## src/common/mpr_pkg.sv

```systemverilog
package mpr_pkg;
  // ----------------------------------------
  // register map
  // ----------------------------------------
  localparam logic [7:0] ROUTE_OFS = 8'h8C;
  localparam logic [7:0] GPOUT_OFS = 8'h8B;
  localparam logic [7:0] GPIN_OFS = 8'h8A;
  localparam logic [7:0] GPSTS_OFS = 8'h88;
  localparam logic [7:0] LOAD_OFS = 8'hF0;
  localparam logic [31:0] ROUTE_RESET = 32'h0000_1000;
  localparam logic [31:0] ROUTE_MASK = 32'h0FFF_FFFF;
  localparam int SEL_W = 4;
  localparam int PIN_N = 7;
  localparam int GP_N = 5;
  // ----------------------------------------
  // selector codes
  // ----------------------------------------
  localparam logic [3:0] SEL_GPIN = 4'h0;
  localparam logic [3:0] SEL_GPOUT = 4'h1;
  localparam logic [3:0] SEL_CODE2 = 4'h2;
  localparam logic [3:0] SEL_VSTAT = 4'h6;
  localparam logic [3:0] SEL_VSEL0 = 4'h7;
  localparam logic [3:0] SEL_PWM = 4'h8;
  localparam logic [3:0] SEL_LED_A1 = 4'hC;
  localparam logic [3:0] SEL_LEDB = 4'hD;
  localparam logic [3:0] SEL_EVENT = 4'hE;
  localparam logic [3:0] SEL_IRQHI = 4'hF;
endpackage

```

## src/verilog/mpr_sync.sv

```systemverilog
`timescale 1ns/10ps
module mpr_sync #(
  parameter int W = 7
) (
  // clock and reset
  input wire logic ref_clk,
  input wire logic rst_n,
  input wire logic clk_en,
  // data
  input wire logic [W-1:0] d,
  output logic [W-1:0] q
);
  logic [W-1:0] meta;

  // meta feeds only q
  always_ff @(posedge ref_clk or negedge rst_n) begin
    if (!rst_n) begin
      meta <= '0;
      q <= '0;
    end else if (clk_en) begin
      meta <= d;
      q <= meta;
    end
  end
endmodule // mpr_sync

```

## src/verilog/mpr_pin_cell.sv

```systemverilog
`timescale 1ns/10ps
module mpr_pin_cell #(
  parameter int PIN = 0
) (
  // selector
  input wire logic [3:0] sel,
  // internal sources
  input wire logic [15:0] irq,
  input wire logic gp_out,
  input wire logic clock_run_line,
  input wire logic serial_interrupt_line,
  input wire logic pc_request_line,
  input wire logic video_status_line,
  input wire logic video_select_0,
  input wire logic audio_pwm_out,
  input wire logic led_drive_a1,
  input wire logic led_drive_a2,
  input wire logic socket_led,
  input wire logic event_output,
  input wire logic ring_indicate_output,
  input wire logic test_output_mux,
  input wire logic inta_line,
  // pin drive
  output logic drv,
  output logic oe
);
  always_comb begin
    drv = 1'b0;
    oe = 1'b1;
    case (PIN)
      6, 3: begin
        if (sel == 4'h0) begin
          oe = 1'b0; // [RULE_15]
        end else if (sel == 4'h1) begin
          drv = (PIN == 6) ? clock_run_line : serial_interrupt_line; // [RULE_01] [RULE_04]
        end else begin
          drv = irq[sel]; // [RULE_01] [RULE_04]
        end
      end
      5, 4: begin
        case (sel)
          mpr_pkg::SEL_GPOUT: drv = gp_out; // [RULE_14]
          4'h4: drv = irq[4];
          mpr_pkg::SEL_PWM: drv = audio_pwm_out;
          4'h9: drv = irq[9];
          mpr_pkg::SEL_LED_A1: drv = (PIN == 5) ? led_drive_a1 : ring_indicate_output; // [RULE_03]
          mpr_pkg::SEL_LEDB: drv = socket_led; // [RULE_02] [RULE_03]
          mpr_pkg::SEL_EVENT: drv = event_output;
          mpr_pkg::SEL_IRQHI: drv = irq[15];
          default: oe = 1'b0; // [RULE_15]
        endcase
      end
      2: begin
        case (sel)
          mpr_pkg::SEL_GPOUT: drv = gp_out; // [RULE_14]
          mpr_pkg::SEL_CODE2: drv = pc_request_line; // [RULE_05]
          4'h3, 4'h4, 4'h5: drv = irq[sel];
          mpr_pkg::SEL_VSTAT: drv = video_status_line;
          mpr_pkg::SEL_VSEL0: drv = video_select_0;
          mpr_pkg::SEL_LED_A1: drv = ring_indicate_output;
          mpr_pkg::SEL_LEDB: drv = test_output_mux;
          mpr_pkg::SEL_EVENT: drv = event_output;
          mpr_pkg::SEL_IRQHI: drv = irq[7]; // [RULE_05]
          default: oe = 1'b0; // [RULE_15]
        endcase
      end
      default: begin
        // pins 1 and 0 share the upper half of the table
        case (sel)
          mpr_pkg::SEL_PWM: drv = audio_pwm_out; // [RULE_06] [RULE_07]
          4'h9, 4'hA, 4'hB: drv = irq[sel];
          mpr_pkg::SEL_LED_A1: drv = led_drive_a1;
          mpr_pkg::SEL_LEDB: drv = led_drive_a2;
          mpr_pkg::SEL_EVENT: drv = event_output;
          mpr_pkg::SEL_IRQHI: drv = irq[15];
          default: begin
            if (PIN == 0) begin
              case (sel)
                mpr_pkg::SEL_GPOUT: drv = gp_out; // [RULE_14]
                mpr_pkg::SEL_CODE2: drv = inta_line; // [RULE_07]
                4'h3, 4'h4, 4'h5: drv = irq[sel];
                mpr_pkg::SEL_VSTAT: drv = video_status_line;
                mpr_pkg::SEL_VSEL0: drv = video_select_0;
                default: oe = 1'b0; // [RULE_15]
              endcase
            end else begin
              oe = 1'b0; // [RULE_15]
            end
          end
        endcase
      end
    endcase
  end
endmodule // mpr_pin_cell

```

## src/verilog/mpr_router.sv

```systemverilog
`timescale 1ns/10ps
// Operation
// [RULE_01] pin 6 selector bits 27-24: clock-run at 1, IRQ2..IRQ15 at 2..15
// [RULE_02] pin 5 selector bits 23-20: gp in/out 4, IRQs, pwm, leds, event
// [RULE_03] pin 4 selector bits 19-16: gp in/out 3, IRQs, pwm, ring, led, event
// [RULE_04] pin 3 selector bits 15-12: serial interrupt at 1, IRQ by code value
// [RULE_05] pin 2 selector bits 11-8: gp 2, pc request, IRQs, video, ring, test
// [RULE_06] pin 1 selector bits 7-4: pwm, IRQ9-11, leds A1 A2, event, IRQ15
// [RULE_07] pin 0 selector bits 3-0: full sixteen-code table incl. interrupt A
// [RULE_08] bits 31-28 of the routing register always read zero
// [RULE_09] selectors cleared only by global reset, kept over other resets
// [RULE_10] routing contents may be loaded from serial eeprom after reset
// [RULE_11] software programs routing once at power-on, then leaves it
// [RULE_12] routing register reads 0x00001000 after reset
// [RULE_13] general input status flag sets on sampled level change
// [RULE_14] general output pin drives matching output register bit
// [RULE_15] input or reserved selection disables the pin driver
module mpr_router (
  // clock and reset
  input wire logic ref_clk,
  input wire logic rst_n,
  input wire logic global_reset_n,
  input wire logic clk_en,
  // register port
  input wire logic [7:0] reg_addr,
  input wire logic [31:0] reg_wdata,
  input wire logic reg_wr,
  input wire logic reg_rd,
  output logic [31:0] reg_rdata,
  // eeprom preload
  input wire logic eeprom_load,
  input wire logic [31:0] eeprom_data,
  // internal sources
  input wire logic [15:0] irq,
  input wire logic clock_run_line,
  input wire logic serial_interrupt_line,
  input wire logic pc_request_line,
  input wire logic video_status_line,
  input wire logic video_select_0,
  input wire logic audio_pwm_out,
  input wire logic led_drive_a1,
  input wire logic led_drive_a2,
  input wire logic socket_led,
  input wire logic event_output,
  input wire logic ring_indicate_output,
  input wire logic test_output_mux,
  input wire logic inta_line,
  // pins
  input wire logic [6:0] multi_pin_in,
  output logic [6:0] multi_pin_out,
  output logic [6:0] multi_pin_oe,
  // general input levels
  output logic [4:0] general_input
);
  // ----------------------------------------
  // state
  // ----------------------------------------
  logic [31:0] route;
  logic [4:0] gp_out_reg;
  logic [4:0] gp_status;
  logic [4:0] gp_last;
  logic [6:0] pin_sync;
  logic [4:0] gp_sample;
  logic [4:0] gp_is_in;
  logic [4:0] gp_change;
  logic [6:0] pin_drv;
  logic [6:0] pin_oe;
  logic [6:0][3:0] sel;
  logic [6:0] gp_out_pin;
  logic wr_route;

  // pin index feeding each general input/output bit; bit 1 has no pin here
  function automatic int gp_pin(input int b);
    case (b)
      0: gp_pin = 0;
      2: gp_pin = 2;
      3: gp_pin = 4;
      4: gp_pin = 5;
      default: gp_pin = -1;
    endcase
  endfunction

  // ----------------------------------------
  // pin sampling
  // ----------------------------------------
  // global reset only: a function reset must not fake a level change
  mpr_sync #(.W(7)) u_sync (
    .ref_clk(ref_clk),
    .rst_n(global_reset_n),
    .clk_en(clk_en),
    .d(multi_pin_in),
    .q(pin_sync)
  );

  // ----------------------------------------
  // routing register
  // ----------------------------------------
  assign wr_route = reg_wr && (reg_addr == mpr_pkg::ROUTE_OFS);

  // global reset only: function resets do not touch routing
  always_ff @(posedge ref_clk or negedge global_reset_n) begin
    if (!global_reset_n) begin
      route <= mpr_pkg::ROUTE_RESET; // [RULE_09] [RULE_12]
    end else if (clk_en) begin
      if (wr_route) begin
        route <= reg_wdata & mpr_pkg::ROUTE_MASK; // [RULE_08]
      end else if (eeprom_load) begin
        route <= eeprom_data & mpr_pkg::ROUTE_MASK; // [RULE_10]
      end
    end
  end

  // ----------------------------------------
  // general purpose bits
  // ----------------------------------------
  always_ff @(posedge ref_clk or negedge global_reset_n) begin
    if (!global_reset_n) begin
      gp_out_reg <= '0;
    end else if (clk_en && reg_wr && reg_addr == mpr_pkg::GPOUT_OFS) begin
      gp_out_reg <= reg_wdata[4:0];
    end
  end

  genvar g;
  generate
    for (g = 0; g < mpr_pkg::PIN_N; g++) begin : g_pin
      assign sel[g] = route[g*4 +: 4];
      if (g == 0) begin : g_o0
        assign gp_out_pin[g] = gp_out_reg[0];
      end else if (g == 2) begin : g_o2
        assign gp_out_pin[g] = gp_out_reg[2];
      end else if (g == 4) begin : g_o4
        assign gp_out_pin[g] = gp_out_reg[3];
      end else if (g == 5) begin : g_o5
        assign gp_out_pin[g] = gp_out_reg[4];
      end else begin : g_ox
        assign gp_out_pin[g] = 1'b0;
      end
      mpr_pin_cell #(.PIN(g)) u_cell (
        .sel(sel[g]),
        .irq(irq),
        .gp_out(gp_out_pin[g]), // [RULE_14]
        .clock_run_line(clock_run_line),
        .serial_interrupt_line(serial_interrupt_line),
        .pc_request_line(pc_request_line),
        .video_status_line(video_status_line),
        .video_select_0(video_select_0),
        .audio_pwm_out(audio_pwm_out),
        .led_drive_a1(led_drive_a1),
        .led_drive_a2(led_drive_a2),
        .socket_led(socket_led),
        .event_output(event_output),
        .ring_indicate_output(ring_indicate_output),
        .test_output_mux(test_output_mux),
        .inta_line(inta_line),
        .drv(pin_drv[g]),
        .oe(pin_oe[g])
      );
    end
    for (g = 0; g < mpr_pkg::GP_N; g++) begin : g_gp
      if (gp_pin(g) >= 0) begin : g_on
        assign gp_sample[g] = pin_sync[gp_pin(g)];
        assign gp_is_in[g] = (sel[gp_pin(g)] == mpr_pkg::SEL_GPIN);
      end else begin : g_off
        assign gp_sample[g] = 1'b0;
        assign gp_is_in[g] = 1'b0;
      end
    end
  endgenerate

  assign gp_change = gp_is_in & (gp_sample ^ gp_last);

  // status flags; set wins over a write-one clear in the same cycle
  always_ff @(posedge ref_clk or negedge global_reset_n) begin
    if (!global_reset_n) begin
      gp_last <= '0;
      gp_status <= '0;
    end else if (clk_en) begin
      gp_last <= gp_sample;
      if (reg_wr && reg_addr == mpr_pkg::GPSTS_OFS) begin
        gp_status <= (gp_status & ~reg_wdata[4:0]) | gp_change; // [RULE_13]
      end else begin
        gp_status <= gp_status | gp_change; // [RULE_13]
      end
    end
  end

  // ----------------------------------------
  // registered outputs
  // ----------------------------------------
  always_ff @(posedge ref_clk or negedge rst_n) begin
    if (!rst_n) begin
      multi_pin_out <= '0;
      multi_pin_oe <= '0;
      general_input <= '0;
    end else if (clk_en) begin
      multi_pin_out <= pin_drv;
      multi_pin_oe <= pin_oe; // [RULE_15]
      general_input <= gp_sample & gp_is_in;
    end
  end

  // unmapped addresses read zero
  always_ff @(posedge ref_clk or negedge rst_n) begin
    if (!rst_n) begin
      reg_rdata <= '0;
    end else if (clk_en) begin
      reg_rdata <= '0;
      if (reg_rd) begin
        case (reg_addr)
          mpr_pkg::ROUTE_OFS: reg_rdata <= route & mpr_pkg::ROUTE_MASK; // [RULE_08]
          mpr_pkg::GPOUT_OFS: reg_rdata <= {27'h0, gp_out_reg};
          mpr_pkg::GPIN_OFS: reg_rdata <= {27'h0, gp_sample & gp_is_in};
          mpr_pkg::GPSTS_OFS: reg_rdata <= {27'h0, gp_status};
          default: reg_rdata <= '0;
        endcase
      end
    end
  end
endmodule // mpr_router

```

## config.mk

```make
export PLATFORM = sky130hd
export DESIGN_NAME = mpr_router
export DESIGN_NICKNAME = d
export VERILOG_FILES = /design/src/common/mpr_pkg.sv /design/src/verilog/mpr_sync.sv /design/src/verilog/mpr_pin_cell.sv /design/src/verilog/mpr_router.sv
export SDC_FILE = /design/constraint.sdc
export NUM_CORES = 1
export LEC_CHECK = 0
export ABC_AREA = 1
export BUFFER_PORTS_ARGS = -buffer_cell sky130_fd_sc_hd__buf_4
export CELL_PAD_IN_SITES_DETAIL_PLACEMENT = 0
export CELL_PAD_IN_SITES_GLOBAL_PLACEMENT = 1
export CORE_MARGIN = 4
export CORE_UTILIZATION = 39
export CTS_BUF_LIST = sky130_fd_sc_hd__clkbuf_4 sky130_fd_sc_hd__clkbuf_8 sky130_fd_sc_hd__clkbuf_16
export CTS_CLUSTER_DIAMETER = 60
export DETAILED_ROUTE_END_ITERATION = 10
export GPL_ROUTABILITY_DRIVEN = 0
export HOLD_SLACK_MARGIN = 0.02
export PLACE_DENSITY = 0.95
export REMOVE_ABC_BUFFERS = 1
export SYNTH_ARGS = -nofsm -noshare
export SYNTH_HDL_FRONTEND = slang
export SYNTH_SLANG_ARGS = --single-unit
```

## constraint.sdc

```tcl
create_clock -name ref_clk -period 3 [get_ports ref_clk]
set_input_delay 0.6 -clock ref_clk [delete_from_list [all_inputs] [get_ports ref_clk]]
set_output_delay 0.6 -clock ref_clk [all_outputs]
set_load 0.005 [all_outputs]
```

==> results.toml, run 1 <==
[worst_setup_path]
r2r_slack_ns = 1.15
worst-setup-path-type = "reg -> reg"
startpoint_type = "flip-flop"
crit_top_cell = "nand2_1"
crit_buf_inv = 1
rr_worst_depth = 11
r2r_start = "route[0]"
cp_data_arrival_time_ns = 2.09
crit_chain = "inv_1 > nand2_1 > nand2_1 > nand2_1 > nand2_1 > nand2_1 > nand2_1 > o21ai_0 > nand3_1 > nor2_1 > nor2_1"
cp_top_family = "flip-flops"
path_max_fanout = 16
required_ns = 3.24
end_kind = "flip-flop"
crit_path_top_delay_cell = "dfrtp_1"
timing.rr.end = "multi_pin_out[0]"
cpPeakStageDelay_ns = 0.64

[power_and_ir_drop]
powerDensity_nw_per_um2 = 501
cellLeakagePower_nw = 3.56
ir_worst_vdd_v = 0.000265
p_total_w = 0.00344

[timing]
relSlewSlack_pct = 53.2
fin_crit_sh_pct = 61.6
max_freq_mhz = 541
finalHoldViolCount = 0
setup_viol = 0
rsz0062_at_grt = "no"
min_period_ns = 1.85
setup_ws_ns = 1.15
worst_slew_pin_slew_ns = 0.701
maxSlewViolCount = 0
clock_skew_ns = 0.00918

[final_layout]
fillers = 1365
drive_above_1_share_pct = 21.0
area_growth_pct = 29.1
layout_commonest_cell = "nand2_1"
final_nets = 973
final_cells = 1039
antenna_cells = 0
mostFrequentLayoutCells = "nand2_1 (240), buf_4 (157), dfrtp_1 (95)"
largest_registers = "reg_rdata (28), route (28)"

[flow_run]
maxCapViolCount = 0

[grt]
antenna_found_initial = 0
track_usage_pct = 20.5
overflow = 0
grt_max_degree = 61
first_global_vias = 5083
grt_pass1_wl_um = 26000

[cts]
hold_buffers = 0
clkTransAtPathRegs_ns = 0.07
cts_sinks = 96
cts_root_buf = "clkbuf_16"
htreeDepth = 3
postCtsSetupBuffers = 0
numCtsBuffers = 9
cts_max_path_buffers = 2
cts_tree = "built"
insertion_delay_ns = 0.35
post_cts_resized = 0

[routing]
drt_iter0_drc = 306
ant_nets = 0
post_drt_wl_per_cell_um = 15.2
routed_wl_um = 15800
vias = 5230
drt_first_pass_iters = 4
routed_via_density = 5.03
drc = 0

[floorplan]
start_util_pct = 40.1
die_h_um = 125
core-area_um2 = 13300
die_x_um = 125
num_rows = 42
io_pins = 166
dieArea_um2 = 15600

[placed_design]
placed_cells = 1023
place_hpwl_um = 11500
dp_slack_ns = 0.897
portBuffers = 149

[logic_synthesis]
synthFlopType = "dfrtp_1"
synth_area_um2 = 5330
postSynthAreaPerCell_um2 = 7.38
synth_warnings = 0
synth-seq-cells = 96
syn_inst = 722
ys_seq_area_share_pct = 45.1
synthDistinctLibCells = 36
synthArstFlopShare_pct = 100
synth_edf_count = 0

[worst_hold_path]
hp-class = "in -> async"

[run_status]
status = "finished, final reports clean"
## layer usage
| metal | GRT usage, % | routed length, um | part of all wire (%) |
|---|---|---|---|
| met5 | 0 | 0 | 0 |
| met4 | 7.40 | 363 | 2.3 |
| met3 | 4.46 | 1010 | 6.4 |
| met2 | 31.9 | 7170 | 45 |
| met1 | 28.1 | 7250 | 46 |
## worst register-to-register path, delay by kind of cell (launching register included)
kind	cells	cell delay, ns
DFF	1	0.64
AOI/OAI and AO/OA	1	0.16
buffers and inverters	1	0.32
and+or+nand+nor	9	0.62
## per-stage QoR
stage	instance area [um2]	hold WS [ns]	utilization [%]	TNS, ns
2_1_floorplan	5150	0.304	-	-8.06
3_3_place_gp	6560	0.456	49.3	0
3_5_place_dp	6560	0.459	49.3	0
4_1_cts	6870	0.296	51.7	0
5_1_grt	6870	0.331	51.7	0
6_report	6870	0.284	51.7	0
## synth_stat cells (4+ instances only)
cell type,number,area [um2]
o22ai_1,5,31.3
clkbuf_1,16,60.1
xnor2_1,4,35.0
o21ai_1,16,80.1
nand4_1,8,50.1
o21ai_0,75,375
a21oi_1,18,90.1
o31ai_1,30,225
buf_4,8,60.1
nand2_1,240,901
dfrtp_1,95,2380
o211ai_1,27,203
nor2_1,31,116
nand3_1,27,135
inv_1,88,330
buf_2,6,30.0
## layout make-up
class / count / area, um2 / share of cell area, %
tap: 176 / 220 / 3.20
multi-input combinational: 504 / 2420 / 35.2
inverter: 90 / 338 / 4.92
clock inverter: 3 / 47.5 / 0.692
timing repair buffer: 157 / 1180 / 17.1
clock buffer: 13 / 268 / 3.90
sequential: 96 / 2400 / 35.0
## worst max path at each step
| stage | start | endpoint | slack (ns) | cells after the start |
|---|---|---|---|---|
| after global routing | route[0] | multi_pin_out[0] | 0.80 | 11 |
| after floorplan | clk_en | route[12] | -0.30 | 4 |
| after detailed placement | reg_addr[1] | route[24] | 0.90 | 9 |
| after CTS | route[0] | multi_pin_out[0] | 1.14 | 11 |
| final | route[0] | multi_pin_out[0] | 1.15 | 11 |
| after global placement | reg_addr[1] | route[9] | 0.90 | 9 |
## cell families after synthesis
| group | share of synthesized area, % |
|---|---|
| compound gates | 20.1 |
| xor+xnor | 0.658 |
| buf+inv | 9.89 |
| flops | 45.1 |
| other cells | 0.0704 |
| simple gates | 24.1 |
## power breakdown
group	switching, W	internal (W)
combinational	0.000396	0.000305
sequential	0.000110	0.00142
clock	0.000493	0.000717
Power figures use the tool's default switching activity.
==> run 2: changes to the inputs <==
--- a/config.mk
+++ b/config.mk
@@ -5,7 +5,7 @@
 export SDC_FILE = /design/constraint.sdc
 export NUM_CORES = 1
 export LEC_CHECK = 0
-export ABC_AREA = 1
+export ABC_AREA = 0
 export BUFFER_PORTS_ARGS = -buffer_cell sky130_fd_sc_hd__buf_4
 export CELL_PAD_IN_SITES_DETAIL_PLACEMENT = 0
 export CELL_PAD_IN_SITES_GLOBAL_PLACEMENT = 1
@@ -16,7 +16,7 @@
 export DETAILED_ROUTE_END_ITERATION = 10
 export GPL_ROUTABILITY_DRIVEN = 0
 export HOLD_SLACK_MARGIN = 0.02
-export PLACE_DENSITY = 0.95
+export PLACE_DENSITY = 0.91
 export REMOVE_ABC_BUFFERS = 1
 export SYNTH_ARGS = -nofsm -noshare
 export SYNTH_HDL_FRONTEND = slang
==> constraint.sdc (replaced) <==
create_clock -name ref_clk -period 1.8 [get_ports ref_clk]
set_input_delay 0.36 -clock ref_clk [delete_from_list [all_inputs] [get_ports ref_clk]]
set_output_delay 0.36 -clock ref_clk [all_outputs]
set_load 0.005 [all_outputs]
==> run 2 against run 1 <==
Compared with the run above:
- combinational power grew 75%
- register-to-register slack lost 1.1 ns
- sequential power grew 73%
- via count shrank 11%
- critical path type is now in -> reg
- design area grew 0.78%
- largest cell class unchanged
- sequential cell count is the same
==> results.toml, run 2 <==
[final_layout]
layout_commonest_cell = "buf_4"
mostFrequentLayoutCells = "buf_4 (180), dfrtp_1 (94), nand2_1 (45), nor2_1 (45), a211o_1 (30)"
drive_above_1_share_pct = 37.7
final_nets = 758
largest_registers = "reg_rdata (28), route (28)"
antenna_cells = 0
fillers = 1173
area_growth_pct = 32.2

[grt]
antenna_found_initial = 0
overflow = 0
first_global_vias = 4486
grt_pass1_wl_um = 23800
track_usage_pct = 20.4
grt_max_degree = 57

[cts]
insertion_delay_ns = 0.35
htreeDepth = 3
cts_max_path_buffers = 2
cts_sinks = 96
hold_buffers = 0
cts_tree = "built"
clkTransAtPathRegs_ns = 0.07
cts_root_buf = "clkbuf_16"
numCtsBuffers = 9

[worst_hold_path]
hp-class = "in -> async"

[placed_design]
portBuffers = 149
place_hpwl_um = 11300
dp_slack_ns = -0.330

[flow_run]
maxCapViolCount = 0

[routing]
routed_via_density = 5.66
post_drt_wl_per_cell_um = 19.5
drt_iter0_drc = 381
drc = 0
vias = 4663
ant_nets = 0
routed_wl_um = 16100
drt_first_pass_iters = 5

[logic_synthesis]
ys_top_cells_by_count = "dfrtp_1 (95), nand2_1 (45), nor2_1 (45)"
synth-seq-cells = 96
synth_area_leader_cell = "dfrtp_1"
ys_seq_area_share_pct = 45.9
synth_area_um2 = 5240
postSynthAreaPerCell_um2 = 10.7
synthDistinctLibCells = 59
syn_inst = 492
synth_warnings = 0
synthFlopType = "dfrtp_1"
synth_edf_count = 0
synth_area_leaders = "dfrtp_1 (45%), mux4_2 (5.6%), a211o_1 (5.0%), mux2_2 (4.7%), a22o_1 (3.8%)"
yosysMostFrequentCell = "dfrtp_1"
synthArstFlopShare_pct = 100
yosysTopAreaCellShare_pct = 45.4

[floorplan]
dieArea_um2 = 15400
num_rows = 42
start_util_pct = 39.7
core-area_um2 = 13200
io_pins = 166
die_x_um = 124
die_h_um = 124

[power_and_ir_drop]
powerDensity_nw_per_um2 = 842
cellLeakagePower_nw = 3.48
ir_worst_vdd_v = 0.000443

[timing]
setup_viol = 0
min_period_ns = 1.73
finalHoldViolCount = 0
fin_crit_sh_pct = 96.1
maxSlewViolCount = 0
max_freq_mhz = 578
setup_tns_ns = 0
worst_slew_pin_slew_ns = 0.702
setup_ws_ns = 0.0709
relSlewSlack_pct = 53.2
clock_skew_ns = 0.00880

[worst_setup_path]
end_kind = "flip-flop"
cp_data_arrival_time_ns = 1.96
r2r_slack_ns = 0.10
startpoint_type = "input port"
worst-setup-path-type = "in -> reg"
required_ns = 2.03
rr_worst_depth = 4
path_max_fanout = 28

[run_status]
status = "finished, final reports clean"
-- run 2: changes by cell type after synthesis, moves of 23 or more --
cell / delta
a211o_1: +30
a22o_1: +23
and3_1: +27
inv_1: -74
nand2_1: -195
o211ai_1: -25
o21ai_0: -64
o31ai_1: -29
-- run 2: final timing paths --
path / from / end
setup / recovery: reg_addr[5] / route[7]
hold / removal: rst_n / multi_pin_oe[1]
setup reg to reg: route[12] / multi_pin_out[3]
hold reg to reg: gp_status[4] / gp_status[4]
max in group asynchronous: global_reset_n / route[1]
min in group ref_clk: reg_wdata[1] / gp_status[1]
-- run 2: repair_timing --
item,4_1_cts,5_1_grt
endpoints found under the setup margin,0,19
gates resized for setup,0,2
buffers inserted,0,2
-- run 2: kinds of logic after synthesis --
family,share of synthesized area (%)
other cells,0.0716
buf+inv,6.30
flops,45.9
compound gates,17.6
mux,13.8
xor+xnor,1.00
simple gates,15.4
-- run 2: cell type report --
class	instances	area, um2	share of cell area, %
Multi-Input combinational cell	337	2520	36.4
Clock buffer	9	225	3.25
Inverter	14	52.6	0.759
Sequential cell	96	2400	34.7
Timing Repair Buffer	185	1430	20.7
Clock inverter	7	70.1	1.01
Tap cell	176	220	3.18
-- run 2: critical path, cell delays in order --
cell and delay, ns:
buf_4 0.11, or4b_4 0.58, nor4_4 0.28, clkbuf_16 0.29, nor2_1 0.06, a211o_1 0.27
-- run 2: power by group --
part / leakage [nW] / switching, W / internal, W / total [W]
Combinational: 2.12 / 0.000512 / 0.000713 / 0.00123
Clock: 0.146 / 0.000875 / 0.00108 / 0.00196
Sequential: 1.22 / 0.000262 / 0.00239 / 0.00265
Total: 3.48 / 0.00165 / 0.00418 / 0.00583
-- run 2: routing by layer --
metal  global-route usage [%]  wire length [um]  up-vias
met4                     7.32               257        0
met2                     32.1              7470      205
met1                     27.7              6990     2330
li1                         -                 -     2110
met3                     4.77              1390       18
met5                        0                 0        -
-- run 2: per-stage QoR --
step	power, W	utilization (%)	cell area [um2]	instances	hold slack [ns]
2_1_floorplan	0.00323	-	4980	447	0.0644
3_3_place_gp	0.00387	50.0	6600	805	0.416
3_5_place_dp	0.00391	50.0	6600	805	0.437
4_1_cts	0.00587	52.3	6900	821	0.0517
5_1_grt	0.00611	52.5	6930	824	0.0879
6_report	0.00583	52.5	6930	824	0.0413
==> run 3: changes to the inputs <==
--- a/config.mk
+++ b/config.mk
@@ -18,6 +18,7 @@
 export HOLD_SLACK_MARGIN = 0.02
 export PLACE_DENSITY = 0.91
 export REMOVE_ABC_BUFFERS = 1
+export SETUP_SLACK_MARGIN = 0.1
 export SYNTH_ARGS = -nofsm -noshare
 export SYNTH_HDL_FRONTEND = slang
 export SYNTH_SLANG_ARGS = --single-unit
==> run 3 against run 2 <==
Compared with the run above:
- die area stayed put
- via count about the same
- utilization up 0.60 points
- hold slack worse by 0.0046 ns
- register-to-register slack lost 0.06 ns
- global-route usage up 0.56 points
- critical path depth decreased by 2
- maximum frequency is 1.5% lower
- routed wire length is 0.45% higher
- combinational power about the same
- clock skew shrank 0.0017 ns
- critical path type is now reg -> reg
==> results.toml, run 3 (synthesized netlist as in run 2, its figures left out) <==
[routing]
post_drt_wl_per_cell_um = 19.6
drt_first_pass_iters = 6
routed_via_density = 5.64
drt_iter0_drc = 351
drc = 0
vias = 4661
ant_nets = 0
routed_wl_um = 16200

[final_layout]
final_nets = 761
utilization_pct = 53.1
ff_latch_area_um2 = 2410
fillers = 1172
drive_above_1_share_pct = 38.9
mostFrequentLayoutCells = "buf_4 (184), dfrtp_1 (92), nor2_1 (45)"
largest_registers = "reg_rdata (28), route (28)"
layout_commonest_cell = "buf_4"
fin_area_um2 = 7010
final_cells = 827
antenna_cells = 0
area_growth_pct = 33.7
multi_input_area_um2 = 2560

[worst_setup_path]
end_kind = "flip-flop"
required_ns = 2.04
worst-setup-path-type = "reg -> reg"
path_max_fanout = 6
cp_data_arrival_time_ns = 1.99
startpoint_type = "flip-flop"

[placed_design]
place_hpwl_um = 11300
placed_cell_area_um2 = 6600
portBuffers = 149
dp_slack_ns = -0.330
placed_cells = 805

[timing]
worst_slew_pin_slew_ns = 0.698
clock_skew_ns = 0.00714
finalHoldViolCount = 0
setup_ws_ns = 0.0437
fin_crit_sh_pct = 97.6
rsz0062_at_grt = "yes"
maxSlewViolCount = 0
min_period_ns = 1.76
max_freq_mhz = 569
relSlewSlack_pct = 53.5
setup_viol = 0

[worst_hold_path]
hp-class = "in -> async"

[floorplan]
num_rows = 42
core-area_um2 = 13200
io_pins = 166
die_x_um = 124
start_util_pct = 39.7
dieArea_um2 = 15400
die_h_um = 124

[power_and_ir_drop]
powerDensity_nw_per_um2 = 839
ir_worst_vdd_v = 0.000444
cellLeakagePower_nw = 3.50

[cts]
clkTransAtPathRegs_ns = 0.07
htreeDepth = 3
cts_root_buf = "clkbuf_16"
cts_sinks = 96
numCtsBuffers = 9
cts_tree = "built"
insertion_delay_ns = 0.35
cts_max_path_buffers = 2

[run_status]
status = "finished, final reports clean"

[grt]
first_global_vias = 4548
track_usage_pct = 21.0
grt_max_degree = 51
overflow = 0
grt_pass1_wl_um = 24400
antenna_found_initial = 0

[flow_run]
maxCapViolCount = 0
[run 3: changes by cell type in the layout (fill, tap and decap cells not counted), sizes merged]
cell and delta:
clkbuf -1, buf +4
[run 3: worst max-delay path: stages (launching register included)]
cell and delay (ns):
dfstp_2 0.64, mux4_2 0.55, nand2_2 0.11, a2111oi_4 0.07, a211o_1 0.28
[run 3: path summary, 6_finish.rpt]
path / slack, ns / cells past startpoint / start / endpoint
setup / recovery: 0.04 / 4 / route[12] / multi_pin_out[3]
hold / removal: 0.04 / 1 / rst_n / multi_pin_oe[1]
min in group ref_clk: 0.22 / 2 / reg_wdata[1] / gp_status[1]
max in group asynchronous: 1.25 / 1 / global_reset_n / route[3]
hold reg to reg: 0.50 / 1 / gp_status[3] / gp_status[3]
setup reg to reg: 0.04 / 4 / route[12] / multi_pin_out[3]
[run 3: layout make-up]
type | count | share of cell area, %
clock inverters | 7 | 1.00
repair buffers | 188 | 20.9
well taps | 176 | 3.14
flip-flops and latches | 96 | 34.4
inverters | 14 | 0.750
multi-input cells | 337 | 36.6
clock buffers | 9 | 3.21
[run 3: stage by stage]
step / power [W] / TNS, ns / hold slack (ns)
after floorplan: 0.00323 / -29.75 / 0.0644
after global placement: 0.00387 / -13.55 / 0.416
after detailed placement: 0.00391 / -14.68 / 0.437
after CTS: 0.00588 / 0 / 0.0517
after global routing: 0.00616 / -0.0395 / 0.0878
final: 0.00587 / 0 / 0.0367
[run 3: repair_timing]
item | in CTS | in global routing
endpoints found under the hold margin | 0 | 0
gates resized for setup | 1 | 10
setup buffers | 2 | 3
gates cloned | 1 | 0
endpoints found under the setup margin | 30 | 35
hold buffers | 0 | 0
pin swaps | 4 | 0
[run 3: power breakdown]
group	total (W)	internal (W)	leakage [nW]	switching, W
logic	0.00126	0.000731	2.14	0.000531
registers	0.00266	0.00239	1.21	0.000266
clock network	0.00196	0.00108	0.146	0.000875
[run 3: layer usage]
layer,track usage [%],share of wire [%]
met1,28.6,42
met2,33.2,47
met3,4.63,9.0
met4,7.19,1.8
met5,0,0
